<file path="src/hdl/wsp_pkg.sv">
// Purpose: Shared constants and carriers for the workspace call linkage core.
// Assumes: Word-wide memory, byte addresses inside the core.
// Notes: Offsets are byte offsets unless named as a word index.
`default_nettype none
package wsp_pkg;

  // ****************************************
  // Register slots and vectors
  // ****************************************
  localparam logic [3:0] LINK_REG = 4'hb;
  localparam logic [3:0] SAVED_WP_REG = 4'hd;
  localparam logic [3:0] SAVED_PC_REG = 4'he;
  localparam logic [3:0] SAVED_ST_REG = 4'hf;
  localparam logic [15:0] TRAP_VEC_BASE = 16'h0040;
  localparam logic [15:0] TRAP_VEC_STEP = 16'h0004;
  localparam logic [15:0] REG_STRIDE = 16'h0002;
  localparam logic [15:0] WORD_STEP = 16'h0002;
  localparam logic [15:0] BYTE_STEP = 16'h0001;
  localparam logic [15:0] RESET_WP = 16'h0000;
  localparam logic [15:0] RESET_PC = 16'h0000;
  localparam logic [15:0] RESET_ST = 16'h0000;

  // ****************************************
  // Operations handed to the linkage core
  // ****************************************
  typedef enum logic [2:0] {
    OP_CALL_LINK,
    OP_RET_INDIRECT,
    OP_CTX_CALL,
    OP_TRAP,
    OP_CTX_RETURN,
    OP_READ_OPND
  } op_e;

  // Operand mode of OP_READ_OPND.
  typedef enum logic [1:0] {
    MODE_REG,
    MODE_IND,
    MODE_IND_INC
  } mode_e;

  typedef struct packed {
    op_e op;
    mode_e mode;
    logic isByte;
    logic [3:0] regNum;
    logic [3:0] trapNum;
    logic [15:0] target;
  } cmd_s;

  typedef struct packed {
    logic req;
    logic write;
    logic [14:0] addr;
    logic [15:0] wdata;
  } mem_req_s;

endpackage
`default_nettype wire

</file>
<file path="src/hdl/workspace_call_linkage.sv">
// Purpose: Call, return, context switch and trap sequencer of a memory
//   resident register machine.
// Assumes: Memory answers each request with memAck, read data with it.
// Notes: One command at a time; cmdReady high means idle.
// Function
// RULE1 - Call with link writes return address to register eleven, jumps.
// RULE2 - Each call with link overwrites register eleven; no hidden stack.
// RULE3 - Indirect branch loads PC from the named workspace register.
// RULE4 - Auto increment: access with old value, then advance register.
// RULE5 - Context switch loads new workspace pointer before transferring.
// RULE6 - Caller workspace pointer stored in register thirteen of new one.
// RULE7 - Context return restores caller workspace pointer.
// RULE8 - Byte access to a register uses its left byte.
// RULE9 - Memory moves whole words; core selects the byte internally.
// RULE10 - Address bus carries fifteen word address bits only.
// RULE11 - Sixteen trap numbers, each with a two word vector.
// RULE12 - Trap vector I lies at bytes 40+4I to 43+4I hex.
// RULE13 - Trap fifteen reads its vector from bytes 7C to 7F.
// RULE14 - Trap acts as context switch and writes source address to R11.
// RULE15 - Register x lives at workspace pointer plus two times x.
// RULE16 - Only PC, status and workspace pointer are held inside.
// RULE17 - Context switch saves caller PC and status in R14 and R15.
`timescale 1ns/100ps
`default_nettype none
module workspace_call_linkage
  import wsp_pkg::*;
(
  // Clock and reset
  input wire logic clk_sys,
  input wire logic rst_n,
  // Command port
  input wire cmd_s cmd,
  input wire logic cmdValid,
  output logic cmdReady,
  output logic [15:0] opndData,
  output logic opndValid,
  // Memory port
  output mem_req_s memReq,
  input wire logic memAck,
  input wire logic [15:0] memRdata,
  // Visible internal state
  output logic [15:0] pcOut,
  output logic [15:0] wpOut,
  output logic [15:0] stOut
);

  typedef enum logic [3:0] {
    S_IDLE, S_LINK_WR, S_RD_REG, S_RD_OPND, S_INC_WR,
    S_VEC_WP, S_VEC_PC, S_SAVE_WP, S_SAVE_PC, S_SAVE_ST, S_SAVE_SRC,
    S_RST_ST, S_RST_PC, S_RST_WP
  } state_e;

  // ****************************************
  // Address helpers
  // ****************************************
  // Byte address of workspace register x.
  function automatic logic [15:0] regAddr(input logic [15:0] wp,
                                          input logic [3:0] x);
    regAddr = wp + REG_STRIDE * {12'h000, x}; // see RULE15
  endfunction

  // Byte address of trap vector word.
  function automatic logic [15:0] vecAddr(input logic [3:0] n);
    vecAddr = TRAP_VEC_BASE + TRAP_VEC_STEP * {12'h000, n}; // see RULE12
  endfunction

  // The only program state registers; the general registers stay in memory.
  logic [15:0] pc_ff, wp_ff, st_ff; // see RULE16
  logic [15:0] newWp_ff, newPc_ff, regVal_ff;
  cmd_s cmd_ff;
  state_e state_ff;
  logic busy_ff;

  // Request kept high until acknowledged.
  wire logic done = memReq.req & memAck;

  // ****************************************
  // Sequencer
  // ****************************************
  // Issues one memory word per state; a state leaves on its acknowledge.
  always_ff @(posedge clk_sys or negedge rst_n) begin
    if (!rst_n) begin
      state_ff <= S_IDLE;
      cmd_ff <= '0;
    end else begin
      case (state_ff)
        S_IDLE: begin
          if (cmdValid && cmdReady) begin
            cmd_ff <= cmd;
            case (cmd.op)
              OP_CALL_LINK: state_ff <= S_LINK_WR; // see RULE1
              OP_RET_INDIRECT, OP_READ_OPND: state_ff <= S_RD_REG;
              OP_CTX_CALL, OP_TRAP: state_ff <= S_VEC_WP;
              OP_CTX_RETURN: state_ff <= S_RST_ST; // see RULE7
              default: state_ff <= S_IDLE;
            endcase
          end
        end
        S_LINK_WR: if (done) state_ff <= S_IDLE;
        S_RD_REG: begin
          if (done) begin
            if (cmd_ff.op == OP_RET_INDIRECT || cmd_ff.mode == MODE_REG) begin
              state_ff <= S_IDLE;
            end else begin
              state_ff <= S_RD_OPND;
            end
          end
        end
        S_RD_OPND: begin
          if (done) begin
            state_ff <= (cmd_ff.mode == MODE_IND_INC) ? S_INC_WR : S_IDLE;
          end
        end
        S_INC_WR: if (done) state_ff <= S_IDLE; // see RULE4
        S_VEC_WP: if (done) state_ff <= S_VEC_PC;
        S_VEC_PC: if (done) state_ff <= S_SAVE_WP;
        S_SAVE_WP: if (done) state_ff <= S_SAVE_PC;
        S_SAVE_PC: if (done) state_ff <= S_SAVE_ST;
        S_SAVE_ST: begin
          if (done) begin
            state_ff <= (cmd_ff.op == OP_TRAP) ? S_SAVE_SRC : S_IDLE;
          end
        end
        S_SAVE_SRC: if (done) state_ff <= S_IDLE;
        S_RST_ST: if (done) state_ff <= S_RST_PC;
        S_RST_PC: if (done) state_ff <= S_RST_WP;
        S_RST_WP: if (done) state_ff <= S_IDLE;
        default: state_ff <= S_IDLE;
      endcase
    end
  end

  // ****************************************
  // Memory request
  // ****************************************
  logic [15:0] byteAddr;
  logic [15:0] wrWord;
  logic wrEn, reqEn;
  logic [3:0] vecSel;

  // Context switch uses slot 0 of a table given by target; trap its number.
  always_comb begin
    vecSel = cmd_ff.trapNum;
    byteAddr = '0;
    wrWord = '0;
    wrEn = 1'b0;
    reqEn = 1'b1;
    case (state_ff)
      S_LINK_WR: begin
        byteAddr = regAddr(wp_ff, LINK_REG); // see RULE2
        wrWord = pc_ff;
        wrEn = 1'b1;
      end
      S_RD_REG: byteAddr = regAddr(wp_ff, cmd_ff.regNum);
      S_RD_OPND: byteAddr = regVal_ff; // see RULE4
      S_INC_WR: begin
        byteAddr = regAddr(wp_ff, cmd_ff.regNum);
        wrWord = regVal_ff + (cmd_ff.isByte ? BYTE_STEP : WORD_STEP);
        wrEn = 1'b1;
      end
      S_VEC_WP: begin
        byteAddr = (cmd_ff.op == OP_TRAP) ? vecAddr(vecSel) : cmd_ff.target;
      end
      S_VEC_PC: begin
        byteAddr = ((cmd_ff.op == OP_TRAP) ? vecAddr(vecSel)
                    : cmd_ff.target) + WORD_STEP; // see RULE13
      end
      S_SAVE_WP: begin
        byteAddr = regAddr(newWp_ff, SAVED_WP_REG); // see RULE6
        wrWord = wp_ff;
        wrEn = 1'b1;
      end
      S_SAVE_PC: begin
        byteAddr = regAddr(newWp_ff, SAVED_PC_REG); // see RULE17
        wrWord = pc_ff;
        wrEn = 1'b1;
      end
      S_SAVE_ST: begin
        byteAddr = regAddr(newWp_ff, SAVED_ST_REG); // see RULE17
        wrWord = st_ff;
        wrEn = 1'b1;
      end
      S_SAVE_SRC: begin
        byteAddr = regAddr(newWp_ff, LINK_REG); // see RULE14
        wrWord = cmd_ff.target;
        wrEn = 1'b1;
      end
      S_RST_ST: byteAddr = regAddr(wp_ff, SAVED_ST_REG);
      S_RST_PC: byteAddr = regAddr(wp_ff, SAVED_PC_REG);
      S_RST_WP: byteAddr = regAddr(wp_ff, SAVED_WP_REG);
      default: reqEn = 1'b0;
    endcase
  end

  // Registered request; dropped for one cycle after each acknowledge so a
  // stale acknowledge cannot complete the next word.
  always_ff @(posedge clk_sys or negedge rst_n) begin
    if (!rst_n) begin
      memReq <= '0;
    end else begin
      memReq.req <= reqEn & ~done;
      memReq.write <= wrEn;
      memReq.addr <= byteAddr[15:1]; // see RULE10
      memReq.wdata <= wrWord; // see RULE9
    end
  end

  // ****************************************
  // Internal program state
  // ****************************************
  // On a context switch or trap the workspace pointer changes only after the vector and saves are done.
  always_ff @(posedge clk_sys or negedge rst_n) begin
    if (!rst_n) begin
      pc_ff <= RESET_PC;
      wp_ff <= RESET_WP;
      st_ff <= RESET_ST;
      newWp_ff <= '0;
      newPc_ff <= '0;
      regVal_ff <= '0;
    end else if (done) begin
      case (state_ff)
        S_LINK_WR: pc_ff <= cmd_ff.target; // see RULE1
        S_RD_REG: begin
          regVal_ff <= memRdata;
          if (cmd_ff.op == OP_RET_INDIRECT) pc_ff <= memRdata; // see RULE3
        end
        S_VEC_WP: newWp_ff <= memRdata; // see RULE11
        S_VEC_PC: newPc_ff <= memRdata;
        S_SAVE_ST: begin
          if (cmd_ff.op != OP_TRAP) begin
            wp_ff <= newWp_ff; // see RULE5
            pc_ff <= newPc_ff;
          end
        end
        S_SAVE_SRC: begin
          wp_ff <= newWp_ff; // see RULE14
          pc_ff <= newPc_ff;
        end
        S_RST_ST: st_ff <= memRdata;
        S_RST_PC: pc_ff <= memRdata;
        S_RST_WP: wp_ff <= memRdata; // see RULE7
        default: ;
      endcase
    end
  end

  // ****************************************
  // Operand return and visible outputs
  // ****************************************
  // Byte operands: register mode takes the left byte, memory the addressed
  // half, returned right aligned in the low byte.
  always_ff @(posedge clk_sys or negedge rst_n) begin
    if (!rst_n) begin
      opndData <= '0;
      opndValid <= 1'b0;
    end else begin
      opndValid <= 1'b0;
      if (done && cmd_ff.op == OP_READ_OPND &&
          ((state_ff == S_RD_REG && cmd_ff.mode == MODE_REG) ||
           state_ff == S_RD_OPND)) begin
        opndValid <= 1'b1;
        if (!cmd_ff.isByte) begin
          opndData <= memRdata;
        end else if (state_ff == S_RD_REG || !regVal_ff[0]) begin
          opndData <= {8'h00, memRdata[15:8]}; // see RULE8
        end else begin
          opndData <= {8'h00, memRdata[7:0]}; // see RULE9
        end
      end
    end
  end

  // Idle flag and copies of internal state.
  always_ff @(posedge clk_sys or negedge rst_n) begin
    if (!rst_n) begin
      busy_ff <= 1'b0;
      cmdReady <= 1'b1;
      pcOut <= RESET_PC;
      wpOut <= RESET_WP;
      stOut <= RESET_ST;
    end else begin
      busy_ff <= (state_ff != S_IDLE) | cmdValid;
      cmdReady <= (state_ff == S_IDLE) & ~cmdValid & ~busy_ff;
      pcOut <= pc_ff;
      wpOut <= wp_ff;
      stOut <= st_ff;
    end
  end

endmodule
`default_nettype wire

</file>
<file path="config.mk">
export PLATFORM = sky130hd
export DESIGN_NAME = workspace_call_linkage
export DESIGN_NICKNAME = d
export VERILOG_FILES = /design/src/hdl/wsp_pkg.sv /design/src/hdl/workspace_call_linkage.sv
export SDC_FILE = /design/constraint.sdc
export NUM_CORES = 1
export LEC_CHECK = 0
export BUFFER_PORTS_ARGS = -buffer_cell sky130_fd_sc_hd__buf_2
export CORE_MARGIN = 2
export CORE_UTILIZATION = 35
export CTS_BUF_LIST = sky130_fd_sc_hd__clkbuf_8
export DETAILED_ROUTE_END_ITERATION = 8
export PLACE_DENSITY_LB_ADDON = 0.08
export SYNTH_ARGS = -nofsm -noshare
export SYNTH_HDL_FRONTEND = slang
export SYNTH_SLANG_ARGS = --single-unit
</file>
<file path="constraint.sdc">
create_clock -name clk_sys -period 6.6 [get_ports clk_sys]
set_input_delay 0.33 -clock clk_sys [delete_from_list [all_inputs] [get_ports clk_sys]]
set_output_delay 0.33 -clock clk_sys [all_outputs]
set_load 0.01 [all_outputs]
</file>
* Yosys cells after proc, flatten, opt, wreduce, memory -nomap -nowiden
Index checks and enable logic that the tools add are counted.
** Storage, ports and cells
- Register bits :: 230
- Output and inout bits :: 99
- Logic and storage cells :: 139
** Cells by class
- Add/sub/neg operators :: 12
- Eq/ne operators :: 36
- Mux-type cells :: 30
- Bitwise operators :: 8
- Reductions and logical operators :: 29
** Operators by type and width (count)
- $pmux 16 s12 :: 1
- $pmux 16 s5 :: 2
- $add 16x5->16 const B :: 8
- $mux 16 :: 5
- $mux 4 :: 12
- $pmux 16 s3 :: 1
- $pmux 4 s11 :: 1
- $eq 4x4->1 const B :: 6
- $ne 2x2->1 const B :: 12
- $add 16x2->16 :: 1
- $add 16x2->16 const B :: 1
- $add 16x5->16 :: 1
- $eq 4x3->1 const B :: 4
- $pmux 4 s4 :: 1
- $reduce_or 13->1 :: 1
- $reduce_and 11->1 :: 1
- $reduce_and 2->1 :: 5
- $eq 3x2->1 const B :: 3
- $eq 3x3->1 const B :: 3
- $add 7x6->8 const A :: 1
- $eq 4x2->1 const B :: 2
- $mux 8 :: 1
- $reduce_or 2->1 :: 4
- $eq 3x1->1 const B :: 2
- other kinds (23) :: 36

* Longest topological paths before layout
Gate-level depths: netlist of run 1.
- Word-level depth :: 5
- Mapped depth :: 15
- Mapped depth without buffers :: 11

* Worst setup path after synthesis of run 1
No wires, ideal clock.
- Kind :: reg2reg
- From :: register state_ff[1]
- To :: register memReq[24] in the netlist's numbering
- Arrival time :: 3.284 ns
- Required time :: 6.461 ns
- Slack :: 3.178 ns
- Stages on the path, launching flop included :: 14
- Path buffers :: 3
- Clock period less this slack :: 3.422 ns
- Cell sequence :: dfrtp_1 buf_2 nand4b_1 clkbuf_1 buf_1 o21ai_0 ha_1 nor3_1 nor3_1 a21oi_1 nor2b_1 o21ai_1 o2111ai_1 or4_1
** Between the ends
- Cells in the longest elaborated chain, start to end :: 3
** RTL lines
- start, declared :: line workspace_call_linkage.sv:71 : state_e state_ff;
- start signal, assigned :: line workspace_call_linkage.sv:111 : state_ff <= (cmd_ff.mode == MODE_IND_INC) ? S_INC_WR : S_IDLE;
- start signal, assigned :: line workspace_call_linkage.sv:121 : state_ff <= (cmd_ff.op == OP_TRAP) ? S_SAVE_SRC : S_IDLE;
- $eq 4x2->1 or $eq 4x3->1 (tied branches) :: line workspace_call_linkage.sv:148 : case (state_ff)
- $reduce_or 2->1 (no line)
- $pmux 16 s12 * :: line workspace_call_linkage.sv:148
- via byteAddr[9] :: line workspace_call_linkage.sv:136 : logic [15:0] byteAddr;
- end, declared :: line workspace_call_linkage.sv:38 : output mem_req_s memReq,
Mark *: on every way through the listed nets, which the timed path passes. The rest lies on a longest branch.
A chain may end at the register's enable or synchronous reset.

* Final worst setup path of run 1
- From :: register state_ff[0]
- To :: register memReq[24] in the netlist's numbering
Same word-level chain as after synthesis.

==> results of run 1 <==
-- power breakdown --
group | switching (uW) | total [uW] | internal, uW
Sequential | 523 | 2350 | 1820
Combinational | 1520 | 2540 | 1020
Clock | 639 | 1350 | 712
-- final cells by class --
cell class | instances | area (um2)
well taps | 468 | 585.6
multi-input cells | 976 | 6660
clock buffers | 52 | 715.7
fillers | 3669 | 21250
inverters | 13 | 48.80
clock inverters | 25 | 113.9
repair buffers | 209 | 1301
flip-flops and latches | 230 | 5757
-- worst max-delay path: cells and delay by family (launching register included) --
| family | cells | cell delay, ps |
|---|---|---|
| AOI/OAI and AO/OA | 2 | 170 |
| xor gates and xnor gates | 1 | 140 |
| and+or+nand+nor | 6 | 2140 |
| DFF | 1 | 1010 |
| muxes | 1 | 330 |
| adders and majority gates | 1 | 260 |
-- per-layer routing --
layer	wire length [um]	global-route usage (%)	part of all wire (%)	vias to the layer above
li1	-	-	-	5110
met1	22130	35.58	47	5583
met2	21040	37.84	44	433
met3	2787	4.538	5.9	98
met4	1483	8.389	3.1	2
met5	12	0	0.025	-
-- path summary, 6_finish.rpt --
check,from,to,slack (ps),cells after the start
min in group asynchronous,rst_n,memReq[22]$_DFF_PN0_,280,2
hold reg to reg,busy_ff$_DFF_PN0_,cmdReady$_DFF_PN1_,360,1
max in group asynchronous,rst_n,opndValid$_DFF_PN0_,4990,3
hold / removal,memRdata[0],newWp_ff[0]$_DFFE_PN0P_,100,2
setup / recovery,state_ff[0]$_DFFE_PN0P_,memReq[24]$_DFF_PN0_,2410,11
setup reg to reg,state_ff[0]$_DFFE_PN0P_,memReq[24]$_DFF_PN0_,2410,11
-- placed cells by master (no fill, tap or decap), drive strengths merged, types with 5 or more instances in the layout --
master,Yosys,routed
dfrtp,229,229
buf,40,177
nand2,168,168
mux2,95,95
o21ai,84,84
nor2,81,81
a21oi,57,57
xor2,52,52
clkbuf,64,52
mux2i,46,46
xnor2,43,43
nand3,37,37
inv,12,32
dlygate4sd3,0,32
nor3,29,29
o22ai,23,23
a22oi,21,21
o211ai,19,19
nand4,18,18
a222oi,18,18
a22o,18,18
a211oi,15,15
nor2b,14,14
and3,14,14
ha,11,11
nand2b,10,10
o2111ai,8,8
nor3b,6,6
a221oi,6,6
nor4,6,6
and2,5,5
or3,5,5
a21o,5,5
or4,5,5
clkinv,1,5
-- logic make-up (layout without fill, tap and decap cells) --
kind of cell | after synthesis | count (layout) | share of synthesized area (%)
AO/OA/AOI/OAI | 312 | 312 | 16.35
adder cells (fa/ha/maj) | 13 | 13 | 1.380
AND/OR/NAND/NOR | 415 | 415 | 15.39
XOR/XNOR | 95 | 95 | 6.464
multiplexers | 141 | 141 | 11.92
flip-flops | 230 | 230 | 44.72
buffers and inverters | 117 | 299 | 3.781
-- through the flow --
stage	hold WS (ps)	total power (uW)	cell area (um2)	util (%)	cells
2_1_floorplan	34.41	3878	12870	-	1323
3_3_place_gp	347.1	4852	14030	38.51	1864
3_5_place_dp	353.8	4862	14030	38.51	1864
4_1_cts	66.45	6264	15180	41.67	1973
5_1_grt	98.11	6622	15180	41.67	1973
6_report	98.00	6234	15180	41.67	1973
==> results.sh, run 1 <==
export IMPL_post_cts_setup_buffer_count=0
export IMPL_nNetsFinal=1535
export IMPL_rows=70
export IMPL_wire_per_inst_um=24.06
export IMPL_seq_area_frac_synth_pct=44.72
export IMPL_grt_pass1_wl_um=71320
export IMPL_largest_reg_flops=33
export IMPL_drc=0
export IMPL_dp_hpwl_um=32820
export IMPL_min_period_ps=4194
export IMPL_grt_pass1_vias=10934
export IMPL_antenna_found_initial=3
export IMPL_slew_headroom_pct=26.76
export IMPL_synthMostInstantiatedCell="dfrtp_1"
export IMPL_antenna_diode_count=0
export IMPL_drive_above_1_share_pct=23.26
export IMPL_power_leakage_uw=0.006901
export IMPL_clock_path_buffers=3
export IMPL_cts_max_level=2
export IMPL_max_freq_mhz=238.5
export IMPL_synth_avg_cell_area_um2=9.730
export IMPL_clk_latency_ps=610
export IMPL_setup_viol=0
export IMPL_syn_inst=1323
export IMPL_area_growth_syn_to_layout_pct=17.94
export IMPL_place_congestion=0.9528
export IMPL_cts_tree="done"
export IMPL_synth_edff_count=0
export IMPL_ios=149
export IMPL_place_ws_ps=2401
export IMPL_io_buffer_count=148
export IMPL_drtAntennaViolNets=0
export IMPL_drt_iter0_drc=1166
export IMPL_setup_ws_ps=2406
export IMPL_yosysTopAreaCell="dfrtp_1"
export IMPL_top_register="memReq"
export IMPL_slowest_delay_ps=1010
export IMPL_ys_async_sr_fraction_pct=100.0
export IMPL_arrival_ps=4670
export IMPL_initial_core_util_pct=35.33
export IMPL_ir_drop_v=0.0001723
export IMPL_die_w_um=195.8
export IMPL_cts_sinks=230
export IMPL_worstPathRequired_ps=7070
export IMPL_vias=11226
export IMPL_clock_skew_ps=21.27
export IMPL_cpMaxStageDelayCell="dfrtp_1"
export IMPL_die_height_um=195.8
export IMPL_reg_top3="memReq x33, cmd_ff x26"
export IMPL_synth_top_area_share_pct=44.52
export IMPL_ctsHoldBuffers=32
export IMPL_synth_area_mm2=0.01287
export IMPL_rsz0062_at_grt="false"
export IMPL_yosysWarnings=0
export IMPL_crit_fanout=34
export IMPL_hold_class="input port to register"
export IMPL_synth_top_cells_by_count="dfrtp_1, nand2_1, mux2_2"
export IMPL_synth_distinct_cells=78
export IMPL_drv_slew=0
export IMPL_yosys_top_cells_area="dfrtp_1, mux2_2, nand2_1"
export IMPL_crit_type="register to register"
export IMPL_status="finished, final reports clean"
export IMPL_finalSetupTns_ps=0
export IMPL_core_area_mm2=0.03643
export IMPL_numCtsBuffers=42
export IMPL_cts_clk_slew_worst_paths_ps=70
export IMPL_worstMarginPinSlew_ps=1093
export IMPL_synthFlopType="dfrtp_1"
export IMPL_grt_usage_pct=24.84
export IMPL_max_cap_violations=0
export IMPL_wl_um=47460
export IMPL_via_per_inst=5.690
export IMPL_grt_max_degree=156
export IMPL_synth_seq_cells=230
export IMPL_ctsResizeCount=0
export IMPL_overflow=0
export IMPL_p_per_area_mw_per_mm2=410.6
export IMPL_cts_root_buf="clkbuf_8"
export IMPL_cp_cell_sequence="nand4b_2 > nor2_1 > a21oi_1 > ha_1 > nor3b_1 > mux2i_1 > and3_1 > nand2_1 > xor2_1 > o22ai_1 > or4_1"
export IMPL_dieArea_mm2=0.03833
export IMPL_cp_end_kind="register"
export IMPL_synth_fp_nets=1386
export IMPL_hold_viol=0
export IMPL_firstDrtPassIters=6
export IMPL_period_share_pct=63.54
export IMPL_worst_setup_path_start_kind="register"
Note: power is estimated with default switching activity, not from simulation.
==> run 2, diff against run 1 <==
clock period = 3.5 ns   (was 6.6 ns; I/O delays follow)
==> run 2 against run 1 <==
- sequential power grew 83%
- register-to-register slack worse by 2100 ps
- global-route usage grew 1.5 points
- utilization increased by 2.2 points
- fmax increased by 33%
- cell count grew 3.8%
- die area is the same
- via count grew 3.7%
- cell area grew 5.2%
- power rose by 100%
- count of clock-buffer cells in the layout up 7
- clock power rose by 130%
- critical endpoint is now memReq[30]$_DFF_PN0_
- largest power group unchanged
==> results.sh, run 2 (same netlist as run 1, synthesis figures left out) <==
export IMPL_period_share_pct=90.39
export IMPL_post_cts_setup_buffer_count=0
export IMPL_hold_class="input port to async pin"
export IMPL_status="finished, final reports clean"
export IMPL_io_buffer_count=148
export IMPL_ir_drop_v=0.0004018
export IMPL_top_register="memReq"
export IMPL_worstPathRequired_ps=3970
export IMPL_cts_clk_slew_worst_paths_ps=60
export IMPL_final_common_cell="dfrtp_1"
export IMPL_cpMaxStageDelayCell="dfrtp_1"
export IMPL_die_w_um=195.8
export IMPL_cpLargestDelayFamily="simple AND/OR/NAND/NOR gates"
export IMPL_hold_viol=0
export IMPL_overflow=0
export IMPL_setup_viol=0
export IMPL_cts_tree="done"
export IMPL_min_period_ps=3164
export IMPL_drive_above_1_share_pct=26.52
export IMPL_die_height_um=195.8
export IMPL_grt_max_degree=96
export IMPL_total_power_uw=12700
export IMPL_initial_core_util_pct=35.33
export IMPL_place_congestion=0.9187
export IMPL_clock_skew_ps=44.72
export IMPL_grt_usage_pct=26.32
export IMPL_drt_iter0_drc=1106
export IMPL_final_cell_count_no_fill=2048
export IMPL_rsz0062_at_grt="false"
export IMPL_cts_sinks=230
export IMPL_finalSetupTns_ps=0
export IMPL_cts_root_buf="clkbuf_8"
export IMPL_numCtsBuffers=43
export IMPL_firstDrtPassIters=5
export IMPL_slowest_delay_ps=590
export IMPL_power_leakage_uw=0.007303
export IMPL_max_freq_mhz=316.1
export IMPL_post_place_cells=1920
export IMPL_crit_fanout=14
export IMPL_antenna_found_initial=2
export IMPL_dp_hpwl_um=35540
export IMPL_cp_common_cell="nor2_1"
export IMPL_core_area_mm2=0.03643
export IMPL_crit_type="register to register"
export IMPL_wire_per_inst_um=24.61
export IMPL_ios=149
export IMPL_drc=0
export IMPL_grt_pass1_wl_um=75440
export IMPL_worst_setup_path_start_kind="register"
export IMPL_grt_pass1_vias=11380
export IMPL_cp_cell_sequence="nand4b_1 > o21ai_0 > ha_1 > nor3_1 > buf_4 > nor4_1 > nor2_1 > nor2_1 > xor2_1 > a211oi_1 > nand3_1"
export IMPL_clk_latency_ps=610
export IMPL_max_cap_violations=0
export IMPL_wl_um=50390
export IMPL_drv_slew=0
export IMPL_cts_max_level=2
export IMPL_vias=11639
export IMPL_path_buf_inv=1
export IMPL_worstMarginPinSlew_ps=849.1
export IMPL_slew_headroom_pct=41.93
export IMPL_p_per_area_mw_per_mm2=795.0
export IMPL_dieArea_mm2=0.03833
export IMPL_drtAntennaViolNets=0
export IMPL_largest_reg_flops=33
export IMPL_arrival_ps=3640
export IMPL_clock_path_buffers=3
export IMPL_rows=70
export IMPL_layout_common_cells="dfrtp_1, nand2_1, buf_2"
export IMPL_nNetsFinal=1609
export IMPL_cp_end_kind="register"
export IMPL_reg_top3="memReq x33, cmd_ff x26"
export IMPL_finish_utilization_pct=43.84
export IMPL_antenna_diode_count=0
export IMPL_area_growth_syn_to_layout_pct=24.08
export IMPL_timing_hold_ws_ps=206.1
export IMPL_via_per_inst=5.683
run 2: cell types whose count changed in the layout (fill, tap and decap cells not counted), sizes merged:
cell,delta
clkinvlp,+1
dlygate4sd3,+17
clkinv,+1
inv,-12
buf,+56
bufinv,+5
clkbuf,+7
run 2: path summary, 6_finish.rpt:
kind	to	slack, ps	start	cells past startpoint
setup / recovery	memReq[30]$_DFF_PN0_	340	state_ff[2]$_DFFE_PN0P_	11
hold reg to reg	cmdReady$_DFF_PN1_	360	busy_ff$_DFF_PN0_	1
max in group asynchronous	pcOut[11]$_DFF_PN0_	2350	rst_n	3
setup reg to reg	memReq[30]$_DFF_PN0_	340	state_ff[2]$_DFFE_PN0P_	11
min in group clk_sys	cmd_ff[21]$_DFFE_PN0P_	330	cmd[21]	4
hold / removal	memReq[23]$_DFF_PN0_	210	rst_n	2
run 2: what timing repair did:
item / CTS / global route
hold buffers: 49 / 0
endpoints found under the setup margin: 0 / 1
gates resized for setup: 0 / 1
hold endpoints to repair: 174 / 0
run 2: area by class of cell:
type                    instances  area [um2]
clock inverters                20       225.2
fillers                      3572       20460
inverters                      13       48.80
well taps                     468       585.6
multi-input cells             976        6650
clock buffers                  59       812.0
flip-flops and latches        230        5758
repair buffers                282        1892
run 2: layer usage:
metal	global-route usage [%]	routed length, um	vias up
met5	0	13	-
met4	9.147	1527	2
met3	3.902	3079	86
met2	40.73	22800	435
met1	37.66	22970	5854
li1	-	-	5262
run 2: worst reg2reg max path, cell delays in order (launching register included):
cell      delay [ps]
dfrtp_1          590
nand4b_1         340
o21ai_0          260
ha_1             300
nor3_1           100
buf_4            170
nor4_1           500
nor2_1           190
nor2_1           160
xor2_1            80
a211oi_1         240
nand3_1          110
run 2: stage by stage:
stage	cell area, um2	setup WS (ps)
after floorplan	12870	77.74
after global placement	14440	442.7
after detailed placement	14440	410.3
after CTS	15970	405.2
after global routing	15970	1.386
final	15970	336.3
run 2: report_power, final:
| group | internal, uW | total, uW | switching [uW] |
|---|---|---|---|
| clock network | 1880 | 3110 | 1240 |
| registers | 3450 | 4290 | 848 |
| logic | 2130 | 5290 | 3160 |
| total | 7450 | 12700 | 5240 |
